--- config.mk ---
export PLATFORM = sky130hd
export DESIGN_NAME = reset_clock_mode_select
export DESIGN_NICKNAME = d
export VERILOG_FILES = /design/src/core/sync_bit.v /design/src/core/reset_clock_mode_select.v
export VERILOG_INCLUDE_DIRS = /design/src /design/src/include
export SDC_FILE = /design/constraint.sdc
export NUM_CORES = 1
export LEC_CHECK = 0
export BUFFER_PORTS_ARGS = -buffer_cell sky130_fd_sc_hd__buf_2
export CAP_MARGIN = 10
export CELL_PAD_IN_SITES_DETAIL_PLACEMENT = 1
export CELL_PAD_IN_SITES_GLOBAL_PLACEMENT = 1
export CORE_UTILIZATION = 42
export CTS_BUF_LIST = sky130_fd_sc_hd__clkbuf_8
export DETAILED_ROUTE_END_ITERATION = 10
export PLACE_DENSITY_LB_ADDON = 0.25
export SETUP_SLACK_MARGIN = 0.3
export SLEW_MARGIN = 10
export SYNTH_ARGS = -nofsm -noshare
export SYNTH_HDL_FRONTEND = slang
export SYNTH_SLANG_ARGS = --single-unit
--- constraint.sdc ---
create_clock -name REF_CLK -period 1.6 [get_ports REF_CLK]
set_input_delay 0.32 -clock REF_CLK [delete_from_list [all_inputs] [get_ports REF_CLK]]
set_output_delay 0.32 -clock REF_CLK [all_outputs]
set_load 0.05 [all_outputs]
--- src/include/reset_clock_map.vh ---
`ifndef RESET_CLOCK_MAP_VH
`define RESET_CLOCK_MAP_VH

// reset output lags the synchronised reset release by this many cpu_clock_output periods
`define RST_RELEASE_CPU_CLOCK_OUTPUT    2
// mode pin is sampled again this many cpu_clock_output periods after reset release
`define MODE_SAMPLE_CPU_CLOCK_OUTPUT    4
// test pin is resampled every this many cpu_clock_output periods during a wait
`define TEST_POLL_CPU_CLOCK_OUTPUT      5
// first fetch after reset release, in half cpu_clock_output periods (6.5 periods)
`define FETCH_DELAY_HALF      13
// least reset length in cpu_clock_output periods for correct initialisation
`define RESET_MIN_CPU_CLOCK_OUTPUT      4

`define MODE_COMPATIBLE       1'b0
`define MODE_ENHANCED         1'b1

`endif

--- src/core/sync_bit.v ---
`timescale 1ns/100ps

// two-stage synchroniser; the first stage feeds only the second
module sync_bit
#(
    parameter RESET_VAL = 1'b0
)
(
    input  wire clk,
    input  wire rst_n,
    input  wire din,
    output wire dout
);

reg meta_ff;
reg sync_ff;

always @(posedge clk or negedge rst_n)
begin
    if (!rst_n)
    begin
        meta_ff <= RESET_VAL;
        sync_ff <= RESET_VAL;
    end
    else
    begin
        meta_ff <= din;
        sync_ff <= meta_ff;
    end
end

assign dout = sync_ff;

endmodule

--- src/core/reset_clock_mode_select.v ---
`timescale 1ns/100ps
`include "reset_clock_map.vh"

//////////////////////////////////////////////////////////////////////////////
// Contract
// RL1 - reset output active high, clock aligned, length tracks reset input
// RL2 - reset output drops two cpu_clock_output periods after reset input rises
// RL3 - reset output driven during bus hold: low in hold, high in reset
// RL4 - reset output looped to mode pin yields enhanced mode
// RL5 - processor clock is input clock divided by two
// RL6 - cpu_clock_output 50% duty, toggling through reset and bus hold
// RL7 - active reset input aborts activity, clears logic, stays dormant
// RL8 - reset input taken asynchronously and synchronised before use
// RL9 - first fetch about six and a half clocks after reset release
// RL10 - board holds reset low with stable clock over four clocks
// RL11 - enhanced only if pin high at release, low four clkouts later
// RL12 - mode pin has weak pull-up, reads high when undriven
// RL13 - board asserts reset at power-up so mode pin becomes input
// RL14 - compatible wait suspends while test high, resampled every five clocks
// RL15 - interrupts still serviced while suspended on test
// RL16 - enhanced mode: pin is active-high coprocessor busy input
// RL17 - mode held unchanged until the next reset input assertion
module reset_clock_mode_select
(
    input  wire REF_CLK,
    input  wire RST_N,
    input  wire reset_in_n,
    input  wire TEST_BUSY_IN,
    output wire TEST_BUSY_PULLUP,
    input  wire BUS_HOLD,
    input  wire WAIT_START,
    input  wire INT_PENDING,
    input  wire FP_CHECK,
    output wire cpu_clock_output,
    output wire SYS_RESET,
    output wire CORE_RESET,
    output wire FETCH_ENABLE,
    output wire ENHANCED_MODE,
    output wire WAIT_STALL,
    output wire WAIT_INT_TAKE,
    output wire COPROC_BUSY
);

localparam ST_RESET   = 2'b00;
localparam ST_RELEASE = 2'b01;
localparam ST_MODE    = 2'b10;
localparam ST_RUN     = 2'b11;

reg        clk_div_ff;
reg  [1:0] state_ff;
reg  [1:0] nxt_state;
reg  [3:0] count_ff;
reg  [3:0] nxt_count;
reg        sys_reset_ff;
reg        mode_high_ff;
reg        enhanced_ff;
reg  [3:0] fetch_ff;
reg        fetch_en_ff;
reg        waiting_ff;
reg  [2:0] poll_ff;
reg        busy_ff;

wire res_sync_n;
wire test_sync;
wire tick;

//////////////////////////////////////////////////////////////////////////////
// asynchronous reset pin and mode pin both cross into REF_CLK

sync_bit #(.RESET_VAL(1'b0)) u_res_sync  // RL8
(
    .clk   (REF_CLK),
    .rst_n (RST_N),
    .din   (reset_in_n),
    .dout  (res_sync_n)
);

sync_bit #(.RESET_VAL(1'b1)) u_test_sync
(
    .clk   (REF_CLK),
    .rst_n (RST_N),
    .din   (TEST_BUSY_IN),
    .dout  (test_sync)
);

// the pad pull-up is requested here; the pad itself does the pulling
assign TEST_BUSY_PULLUP = 1'b1; // RL12

//////////////////////////////////////////////////////////////////////////////
// divide by two: free running once RST_N is high, never gated by reset_in_n or hold

always @(posedge REF_CLK or negedge RST_N)
begin
    if (!RST_N)
        clk_div_ff <= 1'b0;
    else
        clk_div_ff <= ~clk_div_ff; // RL5 RL6
end

assign cpu_clock_output = clk_div_ff;
// one REF_CLK cycle per cpu_clock_output period, at the cpu_clock_output rising edge
assign tick = ~clk_div_ff;

//////////////////////////////////////////////////////////////////////////////
// reset sequencer, stepping on cpu_clock_output periods

always @*
begin
    nxt_state = state_ff;
    nxt_count = count_ff;
    if (!res_sync_n)
    begin
        nxt_state = ST_RESET; // RL7
        nxt_count = 4'h0;
    end
    else if (tick)
    begin
        case (state_ff)
            ST_RESET:
            begin
                nxt_state = ST_RELEASE;
                nxt_count = 4'h1;
            end
            ST_RELEASE:
            begin
                if (count_ff == `RST_RELEASE_CPU_CLOCK_OUTPUT) // RL2
                    nxt_state = ST_MODE;
                nxt_count = count_ff + 4'h1;
            end
            ST_MODE:
            begin
                if (count_ff == `MODE_SAMPLE_CPU_CLOCK_OUTPUT) // RL11
                    nxt_state = ST_RUN;
                else
                    nxt_count = count_ff + 4'h1;
            end
            default:
                nxt_state = ST_RUN;
        endcase
    end
end

always @(posedge REF_CLK or negedge RST_N)
begin
    if (!RST_N)
    begin
        state_ff     <= ST_RESET;
        count_ff     <= 4'h0;
        sys_reset_ff <= 1'b1;
        mode_high_ff <= 1'b0;
        enhanced_ff  <= `MODE_COMPATIBLE;
    end
    else
    begin
        state_ff <= nxt_state;
        count_ff <= nxt_count;
        // registered so the output stays clock aligned
        sys_reset_ff <= (nxt_state == ST_RESET) ||
                        (nxt_state == ST_RELEASE); // RL1 RL2 RL3
        if (tick && state_ff == ST_RESET && res_sync_n)
            mode_high_ff <= test_sync; // RL11
        if (!res_sync_n)
            enhanced_ff <= `MODE_COMPATIBLE;
        else if (tick && state_ff == ST_MODE &&
                 count_ff == `MODE_SAMPLE_CPU_CLOCK_OUTPUT)
            // loopback of the reset output gives high then low
            enhanced_ff <= mode_high_ff & ~test_sync; // RL4 RL11 RL17
    end
end

// hold does not affect reset: low in hold, high in reset
assign SYS_RESET     = sys_reset_ff; // RL3
assign CORE_RESET    = sys_reset_ff; // RL7
assign ENHANCED_MODE = enhanced_ff;

//////////////////////////////////////////////////////////////////////////////
// first fetch counted in half cpu_clock_output periods from synced release

always @(posedge REF_CLK or negedge RST_N)
begin
    if (!RST_N)
    begin
        fetch_ff    <= 4'h0;
        fetch_en_ff <= 1'b0;
    end
    else if (!res_sync_n)
    begin
        fetch_ff    <= 4'h0;
        fetch_en_ff <= 1'b0;
    end
    else if (!fetch_en_ff)
    begin
        if (fetch_ff == `FETCH_DELAY_HALF - 1)
            fetch_en_ff <= 1'b1; // RL9
        fetch_ff <= fetch_ff + 4'h1;
    end
end

assign FETCH_ENABLE = fetch_en_ff;

//////////////////////////////////////////////////////////////////////////////
// compatible mode wait on test; enhanced mode busy

always @(posedge REF_CLK or negedge RST_N)
begin
    if (!RST_N)
    begin
        waiting_ff <= 1'b0;
        poll_ff    <= 3'h0;
        busy_ff    <= 1'b0;
    end
    else if (!res_sync_n)
    begin
        waiting_ff <= 1'b0;
        poll_ff    <= 3'h0;
        busy_ff    <= 1'b0;
    end
    else
    begin
        if (!enhanced_ff && WAIT_START && !waiting_ff)
        begin
            waiting_ff <= test_sync; // RL14
            poll_ff    <= 3'h0;
        end
        else if (waiting_ff && tick)
        begin
            if (poll_ff == `TEST_POLL_CPU_CLOCK_OUTPUT - 1)
            begin
                poll_ff <= 3'h0;
                // the input is only looked at on poll slots
                waiting_ff <= test_sync; // RL14
            end
            else
                poll_ff <= poll_ff + 3'h1;
        end
        if (enhanced_ff && FP_CHECK)
            busy_ff <= test_sync; // RL16
    end
end

assign WAIT_STALL    = waiting_ff;
assign WAIT_INT_TAKE = waiting_ff & INT_PENDING; // RL15
assign COPROC_BUSY   = busy_ff;

endmodule

==> results.cfg, run 1 <==
[die]
num_rows = 19
vertical_die_dimension_um = 57.5
starting_density_of_the_core = 0.457
area_of_the_die_um2 = 3300
die_w_um = 57.5
coreArea_um2 = 2830
boundaryPins = 17

[synthesis]
postSynth.topFlopCell = sky130_fd_sc_hd__dfrtp_1
post-synth-top-count-cell = sky130_fd_sc_hd__dfrtp_1
ys_warn_count = 0
synth.top_cells.by_area = sky130_fd_sc_hd__dfrtp_1, sky130_fd_sc_hd__ha_1, sky130_fd_sc_hd__dfstp_2
ys_types = 38
synth.net_count = 143
cell_types_with_the_highest_counts_after_synthesis = sky130_fd_sc_hd__dfrtp_1, sky130_fd_sc_hd__nand2_1, sky130_fd_sc_hd__ha_1, sky130_fd_sc_hd__inv_1
syn_area_um2 = 1290
synth-edff-count = 0
yosys_register_bits = 24
netlist.top_cell.by_area = sky130_fd_sc_hd__dfrtp_1
synth.avg_cell_area_um2 = 10.4
yosysSeqAreaShare = 0.468
synth_top_area_frac = 0.407
ys_async_sr_fraction = 1.00
syn_inst = 124

[drt]
ant_nets = 0
detailroute.wirelength.met2_um = 1820
drt_wl_cell_um = 17.7
num_vias = 1055
detail_route.drc_violations = 0
route.final.wire_length_um = 3360
routedLengthMet1_um = 1430
routed.top_layer = met4
first_iter_violations = 20
routed_via_density = 5.55
drt-pass1-iter-count = 4
routed-wl-met3_um = 45

[global_route]
grt_remaining_overflow = 0
grtUsageTotal = 0.216
grt_first_pass_wirelength_um = 5310
grt_pass1_vias = 1150
antenna_found_initial = 0
largest_net_degree_at_the_start_of_global_routing = 25

[cells_and_area]
layout-area-overhead-vs-synth_pct = 35.0
nets = 179
final_core_util = 0.617
final_cells = 190
share_of_post_route_cells_with_drive_strength_above_1 = 0.421
antennaDiodeCount = 0

[clocking]
cts_made_buffers = 3
ctsLongestPathBuffers = 2
clock_tree.htree_level_count = 1
worst_setup_hold_path_clk_slew_ps = 80
tritoncts_clock_tree = built
sinks_on_the_clock_net = 24
root_buffer = sky130_fd_sc_hd__clkbuf_8
clkLatencyLatePin_ps = 260

[timing]
final_period_minus_worst_setup_slack_ps = 1640
number_of_hold_slack_violations_in_the_final_timing_report = 0
worst_slew_margin_rel = 0.641
postLayoutSetupSlackWorst_ps = -40.9
timing_worst_slew_pin_value_ps = 538
totalNegativeSetupSlack_ps = -40.9
rsz0062_at_grt = yes
setup_viol = 1
max_clock_freq_ghz = 0.609
slew_violations = 0
fin_worst_skew_ps = 1.99
post-route-period-util = 1.03

[worst_setup_path]
critPathKind = flip-flop to flip-flop
worst_setup_path_startpoint = state_ff[1]
critical_path.reg2reg.startpoint = state_ff[1]
worst_ep_required_time_ps = 1760
critical_path_arrival_ps = 1800
critical_path.startpoint_type = flip-flop
timing.critical_path.fanout_max = 4
timing.critical_path.to_type = flip-flop

[run_status]
status = finished with violations
violations = setup timing

[placed_design]
port_buffers = 14
hpwlAfterDp_um = 2070
gp_congestion = 0.752
dpl_worst_slack_ps = -59.6
dpl.cell_count = 178

[job]
drv_cap = 0

[power_and_ir_drop]
ir_drop_worst_case_vdd_mv = 0.553
leakage_power_uw = 0.000782
pwr_density_cell_nw_per_um2 = 733

[min_path]
hp-class = primary input to async pin
## final timing paths
check | to | slack [ps] | cells after the start
max | count_ff[0] | -40 | 4
min | state_ff[1] | 30 | 1
max reg2reg | count_ff[0] | -40 | 4
min reg2reg | u_res_sync.dout | 350 | 0
max in group asynchronous | WAIT_STALL | 1180 | 1
min in group REF_CLK | u_test_sync.meta_ff | 150 | 1
## worst max-delay path, cell delays in order, from the launching register on
cell	delay, ps
sky130_fd_sc_hd__dfrtp_2	450
sky130_fd_sc_hd__ha_4	190
sky130_fd_sc_hd__and4b_4	190
sky130_fd_sc_hd__or4b_4	490
sky130_fd_sc_hd__o211a_1	220
## power by group
part / internal, uW / switching [uW] / leakage [uW] / total (uW)
Clock: 220 / 191 / 0.0000288 / 411
Sequential: 634 / 24.0 / 0.000299 / 658
Combinational: 95.8 / 114 / 0.000455 / 210
## state kept, by name (all words and copies together) (netlist names), 2 cells and up
signal / count
poll_ff: 3
count_ff: 4
state_ff: 2
fetch_ff: 4
## repair_timing
item | CTS | global route
endpoints found under the setup margin | 13 | 14
setup buffers | 6 | 2
gates resized for setup | 34 | 10
gates cloned | 0 | 0
pin swaps | 8 | 7
hold buffers | 0 | 0
## stage by stage
step                      total power, uW  area (um2)  hold slack (ps)
after CTS                            1270        1700             47.7
after global routing                 1330        1750             69.4
after detailed placement              833        1480              336
after global placement                822        1480              336
final                                1280        1750             26.3
after floorplan                       762        1300             24.4
## layout make-up
cell class,count,area (um2)
Fill cell,308,1080
Multi-Input combinational cell,85,704
Sequential cell,24,611
Timing Repair Buffer,36,299
Clock buffer,4,55.1
Tap cell,31,38.8
Inverter,10,37.5
## cell families (layout without fill, tap and decap cells)
| logic type | count (synthesis) | after routing | share of synthesized area |
|---|---|---|---|
| and+or+nand+nor | 45 | 45 | 0.208 |
| DFF | 24 | 24 | 0.468 |
| AOI/OAI and AO/OA | 23 | 23 | 0.121 |
| buffers and inverters | 15 | 50 | 0.0581 |
| adders and majority gates | 11 | 11 | 0.106 |
| xor gates and xnor gates | 3 | 3 | 0.0203 |
| muxes | 2 | 2 | 0.0155 |
| other | 1 | 1 | 0.00290 |
## layout by cell type (no fill, tap or decap), types with 3 or more instances in the layout
master	count
sky130_fd_sc_hd__dfrtp_2	5
sky130_fd_sc_hd__ha_4	3
sky130_fd_sc_hd__ha_1	6
sky130_fd_sc_hd__and2_1	3
sky130_fd_sc_hd__inv_2	3
sky130_fd_sc_hd__inv_1	7
sky130_fd_sc_hd__nand3_1	5
sky130_fd_sc_hd__xnor2_1	3
sky130_fd_sc_hd__dfrtp_1	16
sky130_fd_sc_hd__nor2b_1	3
sky130_fd_sc_hd__o21ai_0	3
sky130_fd_sc_hd__buf_4	18
sky130_fd_sc_hd__a21oi_1	3
sky130_fd_sc_hd__buf_8	4
sky130_fd_sc_hd__o211ai_1	3
sky130_fd_sc_hd__nand4b_1	4
sky130_fd_sc_hd__clkbuf_8	4
sky130_fd_sc_hd__buf_2	8
sky130_fd_sc_hd__buf_6	5
sky130_fd_sc_hd__nand2_1	12
sky130_fd_sc_hd__dfstp_2	3
## routing by layer
layer,vias to the layer above,global-route usage
met5,-,0
met1,536,0.270
met2,9,0.370
met4,0,0.0801
li1,504,-
met3,6,0.0385
Power figures use the tool's default switching activity.
==> inputs of run 2 (changes only) <==
REMOVE_ABC_BUFFERS = 1   (was not set)
==> run 2 against run 1 <==
  * The flow finishes with violations (DRC, setup timing)
  * Core utilization increased by 1.6 points
  * Flip-flop and latch count unchanged
  * Combinational power increased by 4%
  * Critical endpoint unchanged
==> results.cfg, run 2 (synthesis results as in run 1) <==
[placed_design]
port_buffers = 14
dpl.cell_count = 180
place_area_um2 = 1480
hpwlAfterDp_um = 2250
dpl_worst_slack_ps = -84.1
gp_congestion = 0.830

[clocking]
tritoncts_clock_tree = built
worst_setup_hold_path_clk_slew_ps = 90
postCtsHoldBufs = 0
clkLatencyLatePin_ps = 260
ctsLongestPathBuffers = 2
sinks_on_the_clock_net = 24
clock_tree.htree_level_count = 1
root_buffer = sky130_fd_sc_hd__clkbuf_8
cts_made_buffers = 3

[worst_setup_path]
critical_path_arrival_ps = 1830
critical_path.startpoint_type = flip-flop
critPathKind = flip-flop to flip-flop
timing.critical_path.fanout_max = 2
critical_path.reg2reg.startpoint = state_ff[0]
crit-reg2reg-capture = count_ff[0]
timing.critical_path.to_type = flip-flop
reg2regPathDepth = 5
worst_ep_required_time_ps = 1760
setup.reg_to_reg.worst_slack_ps = -70

[cells_and_area]
final_cells = 194
share_of_post_route_cells_with_drive_strength_above_1 = 0.429
most_common_cell_after_layout_fill_and_taps_aside = sky130_fd_sc_hd__buf_4
layout-area-overhead-vs-synth_pct = 38.5
largestRegisters = count_ff (4), fetch_ff (4), poll_ff (3)
combined_area_of_the_multi_input_logic_cells_um2 = 711
sequential_cell_area_um2 = 607
layout.cells.most_common_list = sky130_fd_sc_hd__buf_4, sky130_fd_sc_hd__dfrtp_1, sky130_fd_sc_hd__nand2_1
nets = 183
antennaDiodeCount = 0
final_core_util = 0.633
design_area_um2 = 1790
filler_cell_count_in_the_final_layout = 294

[drt]
num_vias = 1054
ant_nets = 0
detail_route.drc_violations = 2
drt_wl_cell_um = 17.0
routed_via_density = 5.43
first_iter_violations = 26
route.final.wire_length_um = 3300
drt-pass1-iter-count = 6

[die]
boundaryPins = 17
num_rows = 19
starting_density_of_the_core = 0.457
area_of_the_die_um2 = 3300
vertical_die_dimension_um = 57.5
die_w_um = 57.5
coreArea_um2 = 2830

[global_route]
grt_first_pass_wirelength_um = 5440
grt_remaining_overflow = 0
grt_pass1_vias = 1152
largest_net_degree_at_the_start_of_global_routing = 25
antenna_found_initial = 0
grtUsageTotal = 0.219

[timing]
rsz0062_at_grt = yes
max_clock_freq_ghz = 0.598
fin_worst_skew_ps = 1.27
timing_worst_slew_pin_value_ps = 551
setup_viol = 2
worst_slew_margin_rel = 0.633
slew_violations = 0
post-route-period-util = 1.05
postLayoutSetupSlackWorst_ps = -73.4
final_period_minus_worst_setup_slack_ps = 1670
number_of_hold_slack_violations_in_the_final_timing_report = 0

[run_status]
violations = DRC, setup timing
status = finished with violations

[min_path]
hp-class = primary input to async pin

[power_and_ir_drop]
leakage_power_uw = 0.000809
pwr_density_cell_nw_per_um2 = 785
report.power.total_uw = 1410
ir_drop_worst_case_vdd_mv = 0.414

[job]
drv_cap = 0
run 2: worst max-delay path by stage:
stage                 from     endpoint  cells after the start
4_1_cts        state_ff[1]  count_ff[0]                      4
3_5_place_dp   state_ff[1]  count_ff[0]                      4
3_3_place_gp   state_ff[1]  count_ff[0]                      4
2_1_floorplan  state_ff[0]  count_ff[0]                      5
5_1_grt        state_ff[0]  count_ff[0]                      5
6_report       state_ff[0]  count_ff[0]                      5
run 2: metrics by stage:
| stage | hold WS, ps | TNS, ps |
|---|---|---|
| 3_3_place_gp | 326 | -52.6 |
| 3_5_place_dp | 334 | -84.1 |
| 5_1_grt | 65.3 | -180 |
| 4_1_cts | 43.1 | -50.3 |
| 6_report | 33.2 | -101 |
| 2_1_floorplan | 24.4 | -119 |
run 2: report_power, final:
part	leakage [uW]	switching, uW	internal, uW
registers	0.000302	23.9	633
logic	0.000472	116	103
clock network	0.0000357	195	334
total	0.000809	335	1070
run 2: critical path, stage by stage (launching register included):
cell and delay, ps:
sky130_fd_sc_hd__dfrtp_1 380, sky130_fd_sc_hd__inv_2 50, sky130_fd_sc_hd__ha_2 180, sky130_fd_sc_hd__and4b_4 200, sky130_fd_sc_hd__or4b_4 530, sky130_fd_sc_hd__o211a_1 230
run 2: layer usage:
metal	share of wire	up-vias	GRT usage
met3	0.022	6	0.0295
met5	0	-	0
met2	0.53	20	0.415
met1	0.43	523	0.255
met4	0.019	0	0.0627
li1	-	505	-
run 2: layout make-up:
| type | count | share of cell area |
|---|---|---|
| clock buffer | 3 | 0.0231 |
| inverter | 10 | 0.0210 |
| clock inverter | 1 | 0.0168 |
| multi-input combinational | 85 | 0.397 |
| sequential | 24 | 0.339 |
| tap | 31 | 0.0217 |
| timing repair buffer | 40 | 0.182 |
run 2: timing repair:
action / CTS / global route
gates resized for setup: 24 / 21
endpoints found under the hold margin: 0 / 0
pin swaps: 3 / 7
buffers inserted: 6 / 4
endpoints found under the setup margin: 14 / 17
==> inputs of run 3 (changes only) <==
CORE_UTILIZATION = 41   (was 42)
SYNTH_HIERARCHICAL = 1   (was not set)
==> run 3 against run 2 <==
  * The flow finishes with violations (DRC)
  * Cell area is 5.4% lower
  * Sequential power is essentially flat
  * Die area up 1.1%
  * Via count decreased by 2.8%
  * Sequential share of layout area up 2.2 points
  * Highest routed layer unchanged
  * Hold slack worse by 17 ps
  * Critical path type unchanged
  * Global-route usage shrank 1.8 points
==> results.cfg, run 3 <==
[run_status]
status = finished with violations
violations = DRC

[timing]
fin_worst_skew_ps = 10.8
number_of_hold_slack_violations_in_the_final_timing_report = 0
final_period_minus_worst_setup_slack_ps = 1470
totalNegativeSetupSlack_ps = 0
postLayoutSetupSlackWorst_ps = 129
worst_slew_margin_rel = 0.643
rsz0062_at_grt = yes
slew_violations = 0
timing_worst_slew_pin_value_ps = 536
setup_viol = 0
max_clock_freq_ghz = 0.680
post-route-period-util = 0.919

[die]
area_of_the_die_um2 = 3340
vertical_die_dimension_um = 57.8
starting_density_of_the_core = 0.447
boundaryPins = 17
coreArea_um2 = 2850
die_w_um = 57.8
num_rows = 19

[synthesis]
ys_async_sr_fraction = 1.00
synth.avg_cell_area_um2 = 10.2
ys_types = 35
syn_inst = 125
post-synth-top-count-cell = sky130_fd_sc_hd__dfrtp_1
synth.top_cells.by_area = sky130_fd_sc_hd__dfrtp_1, sky130_fd_sc_hd__ha_1, sky130_fd_sc_hd__dfstp_2
yosysSeqAreaShare = 0.474
ys_warn_count = 6
syn_area_um2 = 1280
netlist.top_cell.by_area = sky130_fd_sc_hd__dfrtp_1
synth-edff-count = 0
synth_top_area_frac = 0.412
cell_types_with_the_highest_counts_after_synthesis = sky130_fd_sc_hd__dfrtp_1, sky130_fd_sc_hd__ha_1, sky130_fd_sc_hd__inv_1, sky130_fd_sc_hd__nand2_1, sky130_fd_sc_hd__o21ai_0
postSynth.topFlopCell = sky130_fd_sc_hd__dfrtp_1
yosys_register_bits = 24

[worst_setup_path]
timing.critical_path.fanout_max = 3
critical_path_arrival_ps = 1610
critical_path.slowest_cell = sky130_fd_sc_hd__dfrtp_1
critical_path.reg2reg.startpoint = state_ff[0]
timing.critical_path.to_type = flip-flop
critical_path.startpoint_type = flip-flop
critPathKind = flip-flop to flip-flop
reg2regPathDepth = 5
timing.critical_path.cells = buf_6, ha_4, a211o_1, o311ai_2, o21ai_1
crit-reg2reg-capture = state_ff[0]
setup.reg_to_reg.worst_slack_ps = 130
worst_ep_required_time_ps = 1740
critical-path-max-stage-delay_ps = 400

[cells_and_area]
final_cells = 183
largestRegisters = count_ff (4), fetch_ff (4), poll_ff (3)
layout.cells.most_common_list = sky130_fd_sc_hd__dfrtp_1, sky130_fd_sc_hd__buf_4, sky130_fd_sc_hd__nand2_1
final_core_util = 0.594
filler_cell_count_in_the_final_layout = 300
antennaDiodeCount = 0
share_of_post_route_cells_with_drive_strength_above_1 = 0.401
nets = 172
layout-area-overhead-vs-synth_pct = 32.7

[placed_design]
dpl.cell_count = 167
port_buffers = 14
gp_congestion = 0.841
dpl_worst_slack_ps = 78.8
hpwlAfterDp_um = 2060

[clocking]
clkLatencyLatePin_ps = 270
worst_setup_hold_path_clk_slew_ps = 90
clock_tree.htree_level_count = 1
sinks_on_the_clock_net = 24
tritoncts_clock_tree = built
root_buffer = sky130_fd_sc_hd__clkbuf_8
ctsLongestPathBuffers = 2
cts_made_buffers = 3
postCtsHoldBufs = 0

[drt]
drt-pass1-iter-count = 7
ant_nets = 0
detail_route.drc_violations = 3
routed_via_density = 5.60
drt_wl_cell_um = 17.3
route.final.wire_length_um = 3170
num_vias = 1024
first_iter_violations = 32

[job]
drv_cap = 0

[global_route]
largest_net_degree_at_the_start_of_global_routing = 25
grt_pass1_vias = 1084
grtUsageTotal = 0.202
grt_remaining_overflow = 0
antenna_found_initial = 0
grt_first_pass_wirelength_um = 5040

[min_path]
hp-class = primary input to async pin

[power_and_ir_drop]
pwr_density_cell_nw_per_um2 = 815
ir_drop_worst_case_vdd_mv = 0.726
leakage_power_uw = 0.000753
==> run 3: changes by cell type in the layout (fill, tap and decap cells not counted), moves of 3 or more <==
cell | previous run | this run
sky130_fd_sc_hd__buf_4 | 24 | 15
sky130_fd_sc_hd__dfrtp_1 | 19 | 15
sky130_fd_sc_hd__dfrtp_2 | 2 | 6
sky130_fd_sc_hd__nand3_1 | 5 | 2
sky130_fd_sc_hd__nand4_1 | 1 | 4
sky130_fd_sc_hd__o211ai_1 | 3 | 0
sky130_fd_sc_hd__o21ai_0 | 2 | 6
==> run 3: repair_timing <==
item                                    in CTS  in global routing
pin swaps                                    2                  8
setup buffers                                3                  9
endpoints found under the setup margin      16                 16
resized for setup                           23                 23
gates cloned                                 0                  0
==> run 3: per-stage QoR <==
| stage | cell area [um2] | hold slack (ps) | power [uW] |
|---|---|---|---|
| 2_1_floorplan | 1240 | 24.4 | 748 |
| 3_3_place_gp | 1370 | 330 | 795 |
| 3_5_place_dp | 1370 | 329 | 808 |
| 4_1_cts | 1540 | 30.8 | 1370 |
| 5_1_grt | 1690 | 57.8 | 1440 |
| 6_report | 1690 | 16.1 | 1380 |
==> run 3: metal layers <==
| layer | share of wire | vias to the layer above | global-route usage |
|---|---|---|---|
| li1 | - | 477 | - |
| met1 | 0.39 | 511 | 0.238 |
| met2 | 0.54 | 25 | 0.355 |
| met3 | 0.042 | 11 | 0.0536 |
| met4 | 0.030 | 0 | 0.0680 |
| met5 | 0 | - | 0 |
==> run 3: area by class of cell <==
type / instances / area [um2] / share of cell area
multi-input cells: 84 / 709 / 0.419
flip-flops and latches: 24 / 612 / 0.361
repair buffers: 29 / 221 / 0.131
clock buffers: 3 / 41.3 / 0.0244
inverters: 11 / 41.3 / 0.0244
well taps: 31 / 38.8 / 0.0229
clock inverters: 1 / 30.0 / 0.0177
==> run 3: how the worst max path moves through the flow <==
stage / to / start / slack [ps]
6_report: state_ff[0] / state_ff[0] / 130
5_1_grt: state_ff[0] / state_ff[0] / 90
4_1_cts: state_ff[0] / state_ff[0] / 150
3_5_place_dp: state_ff[0] / count_ff[0] / 80
3_3_place_gp: count_ff[1] / state_ff[1] / 160
2_1_floorplan: WAIT_INT_TAKE / WAIT_STALL / 90
==> run 3: worst max-delay path: cells and delay by family (launching register included) <==
kind | cells | cell delay, ps
buffers and inverters | 1 | 140
adders and majority gates | 1 | 150
AOI/OAI and AO/OA | 3 | 650
DFF | 1 | 400
==> run 3: cells by family (layout without fill, tap and decap cells) <==
| family | Yosys count | count (layout) | synth area share |
|---|---|---|---|
| flops | 24 | 24 | 0.474 |
| simple gates | 41 | 41 | 0.181 |
| other cells | 1 | 1 | 0.00294 |
| compound gates | 25 | 25 | 0.129 |
| buf+inv | 17 | 44 | 0.0608 |
| mux | 3 | 3 | 0.0235 |
| xor+xnor | 3 | 3 | 0.0206 |
| fa+ha+maj | 11 | 11 | 0.108 |
==> run 3: power breakdown <==
group / internal, uW / switching (uW) / leakage, uW / total (uW)
clock network: 335 / 194 / 0.0000357 / 528
registers: 634 / 26.2 / 0.000299 / 660
logic: 85.8 / 107 / 0.000419 / 193
total: 1050 / 327 / 0.000753 / 1380
